[config.mk]
export PLATFORM = sky130hd
export DESIGN_NAME = irqpl_top
export DESIGN_NICKNAME = d
export VERILOG_FILES = /design/src/irqpl_pkg.sv /design/src/irqpl_lvl_enc.sv /design/src/irqpl_top.sv
export VERILOG_INCLUDE_DIRS = /design/src
export SDC_FILE = /design/constraint.sdc
export NUM_CORES = 1
export LEC_CHECK = 0
export BUFFER_PORTS_ARGS = -buffer_cell sky130_fd_sc_hd__buf_2
export CORE_ASPECT_RATIO = 1.5
export CORE_UTILIZATION = 55
export DETAILED_ROUTE_END_ITERATION = 10
export GPL_TIMING_DRIVEN = 0
export HOLD_SLACK_MARGIN = 0.06
export PLACE_DENSITY = 0.77
export SLEW_MARGIN = 10
export SYNTH_ARGS = -nofsm -noshare
export SYNTH_HDL_FRONTEND = slang
export SYNTH_SLANG_ARGS = --single-unit
[constraint.sdc]
create_clock -name I_CLK_SYS -period 2.8 [get_ports I_CLK_SYS]
set_input_delay 0.56 -clock I_CLK_SYS [delete_from_list [all_inputs] [get_ports I_CLK_SYS]]
set_output_delay 0.56 -clock I_CLK_SYS [all_outputs]
set_load 0.005 [all_outputs]
[src/irqpl_defs.svh]
`ifndef IRQPL_DEFS_SVH
`define IRQPL_DEFS_SVH

// ==========================================
// register offsets (module level, word index)
`define IRQPL_ADDR_W 5
`define IRQPL_OFS_SEL0 5'h00
`define IRQPL_OFS_SEL1 5'h01
`define IRQPL_OFS_SEL2 5'h02
`define IRQPL_OFS_SEL3 5'h03

// ==========================================
// reset value and writable masks (reserved bits are zero)
`define IRQPL_RST_VAL 16'h0000
`define IRQPL_MASK_SEL0 16'hF3FF
`define IRQPL_MASK_SEL1 16'hC03F
`define IRQPL_MASK_SEL2 16'hC3FF
`define IRQPL_MASK_SEL3 16'hC03F

// ==========================================
// field positions (low bit of each two-bit field)
`define IRQPL_POS_PLL 14
`define IRQPL_POS_LOW_VOLTAGE 12
`define IRQPL_POS_DBG_RX_FULL 8
`define IRQPL_POS_DBG_TX_EMPTY 6
`define IRQPL_POS_DBG_TRACE 4
`define IRQPL_POS_DBG_BREAKPOINT 2
`define IRQPL_POS_DBG_STEP_COUNT 0
`define IRQPL_POS_PORT_D 14
`define IRQPL_POS_FLASH_BUFS_EMPTY 4
`define IRQPL_POS_FLASH_CMD_DONE 2
`define IRQPL_POS_FLASH_FAULT 0
`define IRQPL_POS_ASER0_TX_EMPTY 14
`define IRQPL_POS_SSER0_TX_EMPTY 8
`define IRQPL_POS_SSER0_RX_FULL 6
`define IRQPL_POS_PORT_A 4
`define IRQPL_POS_PORT_B 2
`define IRQPL_POS_PORT_C 0
`define IRQPL_POS_TWI_FAULT 14
`define IRQPL_POS_ASER0_RX_FULL 4
`define IRQPL_POS_ASER0_RX_FAULT 2
`define IRQPL_POS_ASER0_TX_IDLE 0

// ==========================================
// field codes
`define IRQPL_CODE_OFF 2'h0
`define IRQPL_CODE_A 2'h1
`define IRQPL_CODE_B 2'h2
`define IRQPL_CODE_C 2'h3

// ==========================================
// source counts
`define IRQPL_NUM_SRC 21
`define IRQPL_NUM_UPPER 7
`define IRQPL_NUM_LEVELS 4
`define IRQPL_SRC_W 5

`endif

[src/irqpl_pkg.sv]
package irqpl_pkg;

   typedef logic [1:0] irqpl_field_t;
   typedef logic [15:0] irqpl_word_t;
   typedef logic [3:0] irqpl_lvl_onehot_t;

   typedef enum logic [1:0]
   {
      IRQPL_RANGE_LOWER = 2'h1,
      IRQPL_RANGE_UPPER = 2'h2
   } irqpl_range_t;

endpackage

[src/irqpl_lvl_enc.sv]
`timescale 1ns/1ps
`default_nettype none

module irqpl_lvl_enc
#(
   parameter int N = 21,
   parameter int W = 5
)
(
   // requests of one level
   input wire logic [N-1:0] i_req,
   // lowest active source
   output logic o_valid,
   output logic [W-1:0] o_index
);

   // ==========================================
   // lowest-numbered request wins
   always_comb
   begin
      o_valid = 1'b0;
      o_index = '0;
      for (int i = N - 1; i >= 0; i--)
      begin
         if (i_req[i])
         begin
            o_valid = 1'b1;
            o_index = W'(i);
         end
      end
   end

endmodule

`default_nettype wire

[src/irqpl_top.sv]
`timescale 1ns/1ps
`default_nettype none
`include "irqpl_defs.svh"

// Summary of operation
// upper-range field: 00 off, 01 level 1, 10 level 2, 11 level 3.
// lower-range field: 00 off, 01 level 0, 10 level 1, 11 level 2.
// every priority field resets to 00, so every source starts disabled.
// software writes zero into reserved bit positions.
// first register bits 15-14 hold the clock synthesizer level, upper range.
// first register bits 13-12 hold the low-voltage level, upper range.
// first register debug fields at 9-8, 7-6, 5-4, 3-2, 1-0, upper range.
// reserved bits 11-10, 13-6 and 13-10 of registers one to three read zero.
// second register bits 15-14 hold port D level, lower range.
// second register flash fields at 5-4, 3-2, 1-0, lower range.
// third register bits 15-14 hold async serial 0 transmit-empty level.
// third register sync serial 0 fields at 9-8 and 7-6, lower range.
// third register ports A, B, C at 5-4, 3-2, 1-0, lower range.
// within a level the lowest source number wins.
// register address is system base plus module offset.
// disabled sources never reach encoder, core or wake-up.
// writes take effect next cycle; reads return fields, reserved as zero.
module irqpl_top
(
   // clock and reset
   input wire logic I_CLK_SYS,
   input wire logic I_RST,
   // register port (module offset)
   input wire logic [`IRQPL_ADDR_W-1:0] I_REG_ADDR,
   input wire logic I_REG_WR,
   input wire logic I_REG_RD,
   input wire logic [15:0] I_REG_WDATA,
   output logic [15:0] O_REG_RDATA,
   // peripheral requests
   input wire logic [`IRQPL_NUM_SRC-1:0] I_IRQ_REQ,
   // per-level result
   output logic [`IRQPL_NUM_LEVELS-1:0] O_LEVEL_ACTIVE,
   output logic [`IRQPL_SRC_W-1:0] O_LVL0_SRC,
   output logic [`IRQPL_SRC_W-1:0] O_LVL1_SRC,
   output logic [`IRQPL_SRC_W-1:0] O_LVL2_SRC,
   output logic [`IRQPL_SRC_W-1:0] O_LVL3_SRC,
   // wake-up to system integration
   output logic O_WAKE_REQ
);

   localparam int NSRC = `IRQPL_NUM_SRC;
   localparam int NLVL = `IRQPL_NUM_LEVELS;
   localparam int SW = `IRQPL_SRC_W;

   // ==========================================
   // field decode
   function automatic irqpl_pkg::irqpl_lvl_onehot_t decode_level
   (
      input irqpl_pkg::irqpl_field_t fld,
      input irqpl_pkg::irqpl_range_t rng
   );
      irqpl_pkg::irqpl_lvl_onehot_t res;
      res = 4'h0;
      if (rng == irqpl_pkg::IRQPL_RANGE_UPPER)
      begin
         unique case (fld)
            `IRQPL_CODE_OFF: res = 4'h0;
            `IRQPL_CODE_A: res = 4'h2;
            `IRQPL_CODE_B: res = 4'h4;
            `IRQPL_CODE_C: res = 4'h8;
         endcase
      end
      else
      begin
         unique case (fld)
            `IRQPL_CODE_OFF: res = 4'h0;
            `IRQPL_CODE_A: res = 4'h1;
            `IRQPL_CODE_B: res = 4'h2;
            `IRQPL_CODE_C: res = 4'h4;
         endcase
      end
      return res;
   endfunction

   function automatic irqpl_pkg::irqpl_field_t pick
   (
      input irqpl_pkg::irqpl_word_t word,
      input int pos
   );
      return word[pos +: 2];
   endfunction

   // ==========================================
   // register state
   irqpl_pkg::irqpl_word_t sel0_reg;
   irqpl_pkg::irqpl_word_t sel0_next;
   irqpl_pkg::irqpl_word_t sel1_reg;
   irqpl_pkg::irqpl_word_t sel1_next;
   irqpl_pkg::irqpl_word_t sel2_reg;
   irqpl_pkg::irqpl_word_t sel2_next;
   irqpl_pkg::irqpl_word_t sel3_reg;
   irqpl_pkg::irqpl_word_t sel3_next;
   logic [15:0] rdata_reg;
   logic [15:0] rdata_next;

   // the system base is decoded upstream; only the module offset arrives here
   always_comb
   begin
      sel0_next = sel0_reg;
      sel1_next = sel1_reg;
      sel2_next = sel2_reg;
      sel3_next = sel3_reg;
      rdata_next = rdata_reg;
      if (I_REG_WR)
      begin
         unique case (I_REG_ADDR)
            `IRQPL_OFS_SEL0: sel0_next = I_REG_WDATA & `IRQPL_MASK_SEL0;
            `IRQPL_OFS_SEL1: sel1_next = I_REG_WDATA & `IRQPL_MASK_SEL1;
            `IRQPL_OFS_SEL2: sel2_next = I_REG_WDATA & `IRQPL_MASK_SEL2;
            `IRQPL_OFS_SEL3: sel3_next = I_REG_WDATA & `IRQPL_MASK_SEL3;
            default: ;
         endcase
      end
      if (I_REG_RD)
      begin
         // reserved bits are never stored, so they read back as zero
         unique case (I_REG_ADDR)
            `IRQPL_OFS_SEL0: rdata_next = sel0_reg;
            `IRQPL_OFS_SEL1: rdata_next = sel1_reg;
            `IRQPL_OFS_SEL2: rdata_next = sel2_reg;
            `IRQPL_OFS_SEL3: rdata_next = sel3_reg;
            default: rdata_next = 16'h0000;
         endcase
      end
   end

   always_ff @(posedge I_CLK_SYS or posedge I_RST)
   begin
      if (I_RST)
      begin
         sel0_reg <= `IRQPL_RST_VAL;
         sel1_reg <= `IRQPL_RST_VAL;
         sel2_reg <= `IRQPL_RST_VAL;
         sel3_reg <= `IRQPL_RST_VAL;
         rdata_reg <= 16'h0000;
      end
      else
      begin
         sel0_reg <= sel0_next;
         sel1_reg <= sel1_next;
         sel2_reg <= sel2_next;
         sel3_reg <= sel3_next;
         rdata_reg <= rdata_next;
      end
   end

   assign O_REG_RDATA = rdata_reg;

   // ==========================================
   // per-source fields, in source-number order
   irqpl_pkg::irqpl_field_t fld [NSRC];

   always_comb
   begin
      fld[0] = pick(sel0_reg, `IRQPL_POS_PLL);
      fld[1] = pick(sel0_reg, `IRQPL_POS_LOW_VOLTAGE);
      fld[2] = pick(sel0_reg, `IRQPL_POS_DBG_RX_FULL);
      fld[3] = pick(sel0_reg, `IRQPL_POS_DBG_TX_EMPTY);
      fld[4] = pick(sel0_reg, `IRQPL_POS_DBG_TRACE);
      fld[5] = pick(sel0_reg, `IRQPL_POS_DBG_BREAKPOINT);
      fld[6] = pick(sel0_reg, `IRQPL_POS_DBG_STEP_COUNT);
      fld[7] = pick(sel1_reg, `IRQPL_POS_PORT_D);
      fld[8] = pick(sel1_reg, `IRQPL_POS_FLASH_BUFS_EMPTY);
      fld[9] = pick(sel1_reg, `IRQPL_POS_FLASH_CMD_DONE);
      fld[10] = pick(sel1_reg, `IRQPL_POS_FLASH_FAULT);
      fld[11] = pick(sel2_reg, `IRQPL_POS_ASER0_TX_EMPTY);
      fld[12] = pick(sel2_reg, `IRQPL_POS_SSER0_TX_EMPTY);
      fld[13] = pick(sel2_reg, `IRQPL_POS_SSER0_RX_FULL);
      fld[14] = pick(sel2_reg, `IRQPL_POS_PORT_A);
      fld[15] = pick(sel2_reg, `IRQPL_POS_PORT_B);
      fld[16] = pick(sel2_reg, `IRQPL_POS_PORT_C);
      fld[17] = pick(sel3_reg, `IRQPL_POS_TWI_FAULT);
      fld[18] = pick(sel3_reg, `IRQPL_POS_ASER0_RX_FULL);
      fld[19] = pick(sel3_reg, `IRQPL_POS_ASER0_RX_FAULT);
      fld[20] = pick(sel3_reg, `IRQPL_POS_ASER0_TX_IDLE);
   end

   // ==========================================
   // route each active request onto its level
   logic [NSRC-1:0] lvl_req [NLVL];

   always_comb
   begin
      irqpl_pkg::irqpl_lvl_onehot_t oh;
      oh = 4'h0;
      for (int l = 0; l < NLVL; l++)
      begin
         lvl_req[l] = '0;
      end
      for (int s = 0; s < NSRC; s++)
      begin
         oh = decode_level(fld[s], (s < `IRQPL_NUM_UPPER) ?
                           irqpl_pkg::IRQPL_RANGE_UPPER : irqpl_pkg::IRQPL_RANGE_LOWER);
         for (int l = 0; l < NLVL; l++)
         begin
            lvl_req[l][s] = I_IRQ_REQ[s] & oh[l];
         end
      end
   end

   logic [NLVL-1:0] enc_valid;
   logic [SW-1:0] enc_index [NLVL];

   for (genvar g = 0; g < NLVL; g++)
   begin : g_enc
      irqpl_lvl_enc #(.N(NSRC), .W(SW)) u_enc
      (
         .i_req(lvl_req[g]),
         .o_valid(enc_valid[g]),
         .o_index(enc_index[g])
      );
   end

   // ==========================================
   // registered results
   logic [NLVL-1:0] active_reg;
   logic [NLVL-1:0] active_next;
   logic [SW-1:0] src_reg [NLVL];
   logic [SW-1:0] src_next [NLVL];
   logic wake_reg;
   logic wake_next;

   always_comb
   begin
      active_next = enc_valid;
      for (int l = 0; l < NLVL; l++)
      begin
         src_next[l] = enc_index[l];
      end
      wake_next = |enc_valid;
   end

   always_ff @(posedge I_CLK_SYS or posedge I_RST)
   begin
      if (I_RST)
      begin
         active_reg <= '0;
         for (int l = 0; l < NLVL; l++)
         begin
            src_reg[l] <= '0;
         end
         wake_reg <= 1'b0;
      end
      else
      begin
         active_reg <= active_next;
         for (int l = 0; l < NLVL; l++)
         begin
            src_reg[l] <= src_next[l];
         end
         wake_reg <= wake_next;
      end
   end

   assign O_LEVEL_ACTIVE = active_reg;
   assign O_LVL0_SRC = src_reg[0];
   assign O_LVL1_SRC = src_reg[1];
   assign O_LVL2_SRC = src_reg[2];
   assign O_LVL3_SRC = src_reg[3];
   assign O_WAKE_REQ = wake_reg;

endmodule

`default_nettype wire

==> results.json <==
{
  "status": "complete, no violations",
  "yosys_most_used_dff": "dfrtp_1",
  "die_h_um": 108,
  "cts.path.max_buffers": 2,
  "clock_skew_ns": 0.0152,
  "dp_slack_ns": 0.397,
  "setup_viol": 0,
  "critPathSlowestCell": "clkbuf_1",
  "r2r_cells": 5,
  "grt_pass1_wl_um": 18400,
  "hold_ws_ns": 0.236,
  "diodes": 0,
  "post_cts_buffers": 0,
  "endpoint_kind": "register",
  "r2r_start": "sel1_reg[2]",
  "final_max_slew_viol_count": 0,
  "stdcell_area_sq_um": 4870,
  "portBuffers": 79,
  "place_inst": 583,
  "post_drt_wl_per_cell_um": 19.8,
  "wl_met2_um": 6090,
  "critPathMaxFanout": 10,
  "num_io_pins": 87,
  "wl_met3_um": 651,
  "critPathBufInv": 2,
  "synth_commonest_cells": "79 x dfrtp_1, 41 x mux2_2, 31 x nand2_1",
  "cts-root-buf": "clkbuf_8",
  "period_share_pct": 72.0,
  "cp.required_ns": 3.09,
  "cp_cell_sequence": "buf_2 > or3_4 > nor3_4 > clkbuf_1 > a221oi_1 > o22ai_1",
  "placed_cell_area_sq_um": 4700,
  "antenna_found_initial": 0,
  "yosys_warnings": 0,
  "cts_tree": "done",
  "dp_hpwl_um": 9120,
  "critPathKind": "in -> reg",
  "setup.worst_path.start_class": "primary input",
  "post-synth-top-count-cell": "dfrtp_1",
  "via_count": 3620,
  "top_layer": "met4",
  "crit_arrival_ns": 2.30,
  "wl_um": 11800,
  "power_density_nw_per_um2": 656,
  "stdcell_count": 599,
  "fp.dieW_um": 72.9,
  "tightest_slew_ns": 0.584,
  "clock_latency_ns": 0.37,
  "grt_overflow": 0,
  "wl_met1_um": 4620,
  "drive_gt1_share_pct": 31.5,
  "rows": 38,
  "syn-instance-count": 400,
  "finalHoldViolations": 0,
  "syn_avg_cell_area_sq_um": 10.4,
  "synth_cell_types": 50,
  "nets": 540,
  "drt_pre_antenna_iters": 7,
  "area_growth_pct": 17.3,
  "yosysSeqAreaShare_pct": 47.7,
  "timing.rr.end": "O_WAKE_REQ",
  "drc": 0,
  "cp_slowest_stage_delay_ns": 0.50,
  "synth_area_sq_um": 4150,
  "gp_congestion": 0.951,
  "ant_nets": 0,
  "synth.area.top_cells": "dfrtp_1 48%, mux2_2 11%, nand3b_1 4.7%",
  "via_per_inst": 6.04,
  "ys_ff_latch": 79,
  "start_util_pct": 57.0,
  "cts.sinks": 79,
  "yosysTopAreaCellShare_pct": 47.7,
  "grt_pass1_vias": 3512,
  "clk_pin_slew_ns": 0.08,
  "rsz0062_at_grt": "false",
  "grt_max_degree": 42,
  "ys_async_sr_fraction_pct": 100,
  "h-tree-depth": 3,
  "critPathTopFamily": "simple AND/OR/NAND/NOR gates",
  "ir_drop_mv": 0.534,
  "setup_ws_ns": 0.784,
  "die_area_sq_um": 7900,
  "finalPower_mw": 3.19,
  "timing.reg2reg.setup_slack_ns": 0.84,
  "hold_class": "in -> async",
  "cts_resized": 0,
  "yosysTopAreaCell": "dfrtp_1",
  "synth_edf_count": 0,
  "max_freq_mhz": 496,
  "drt_iter0_markers": 261,
  "period_minus_slack_ns": 2.02,
  "power_leakage_nw": 2.34,
  "cts_hold_buf": 0,
  "grt_use_total_pct": 32.4,
  "cap_violations": 0,
  "numCtsBuffers": 9,
  "design.core.area_sq_um": 7270,
  "slew_headroom_pct": 61.0
}
==> how the worst max path moves through the flow <==
stage                             start                 to  cells after the start
after floorplan                   I_RST  O_LEVEL_ACTIVE[0]                      1
final                     I_REG_ADDR[3]     O_REG_RDATA[1]                      6
after global routing      I_REG_ADDR[3]     O_REG_RDATA[1]                      6
after CTS                 I_REG_ADDR[3]     O_REG_RDATA[1]                      6
after detailed placement  I_REG_ADDR[3]     O_REG_RDATA[1]                      6
after global placement            I_RST       sel3_reg[15]                      2
==> routing by layer <==
| metal | vias to the layer above | global-route usage (%) |
|---|---|---|
| met5 | - | 0 |
| met3 | 30 | 3.63 |
| met4 | 0 | 17.9 |
| li1 | 1674 | - |
| met1 | 1771 | 38.8 |
| met2 | 145 | 56.1 |
==> worst reg2reg max path: cells and delay by family, from the launching register on <==
kind,cells,cell delay [ns]
flops,1,0.44
simple gates,4,1.13
compound gates,1,0.26
==> stage by stage <==
| step | setup TNS, ns | utilization [%] |
|---|---|---|
| finish | 0 | 66.9 |
| global route | 0 | 66.9 |
| CTS | 0 | 66.9 |
| detailed placement | 0 | 64.6 |
| global placement | -44.04 | 64.3 |
| floorplan | 0 | - |
==> logic make-up after synthesis <==
| kind of cell | Yosys count | synth area share (%) |
|---|---|---|
| compound gates | 89 | 14.9 |
| buf+inv | 33 | 3.68 |
| flops | 79 | 47.7 |
| mux | 42 | 11.5 |
| other cells | 1 | 0.0904 |
| simple gates | 156 | 22.2 |
==> power by group <==
group | switching (mW) | total, mW | internal (mW)
clock | 0.431 | 0.748 | 0.317
combinational | 0.424 | 0.835 | 0.411
sequential | 0.241 | 1.61 | 1.37
==> cells in the final DEF (no fill, tap or decap), drive strengths merged, types with 3 or more instances in the layout <==
cell,n
nor2,20
a21oi,9
and3b,9
nand4,7
mux2,42
clkbuf,14
o22ai,13
and3,6
nand3b,26
a22oi,4
clkinvlp,3
a311oi,3
o211ai,3
a22o,8
nor3b,3
buf,88
a211oi,3
a221oi,9
clkinv,3
dfrtp,79
nand2,34
o21ai,17
nor3,7
a31oi,5
nor2b,10
o21a,5
inv,21
nand3,25
conb,4
==> final cells by class <==
class / instances / area, sq um
buffer: 12 / 73.8
clock buffer: 10 / 128
clock inverter: 6 / 37.5
fill: 631 / 2410
inverter: 21 / 81.3
multi-input combinational: 291 / 2030
sequential: 79 / 1980
tap: 100 / 125
timing repair buffer: 80 / 415
(Power assumes the default switching activity.)
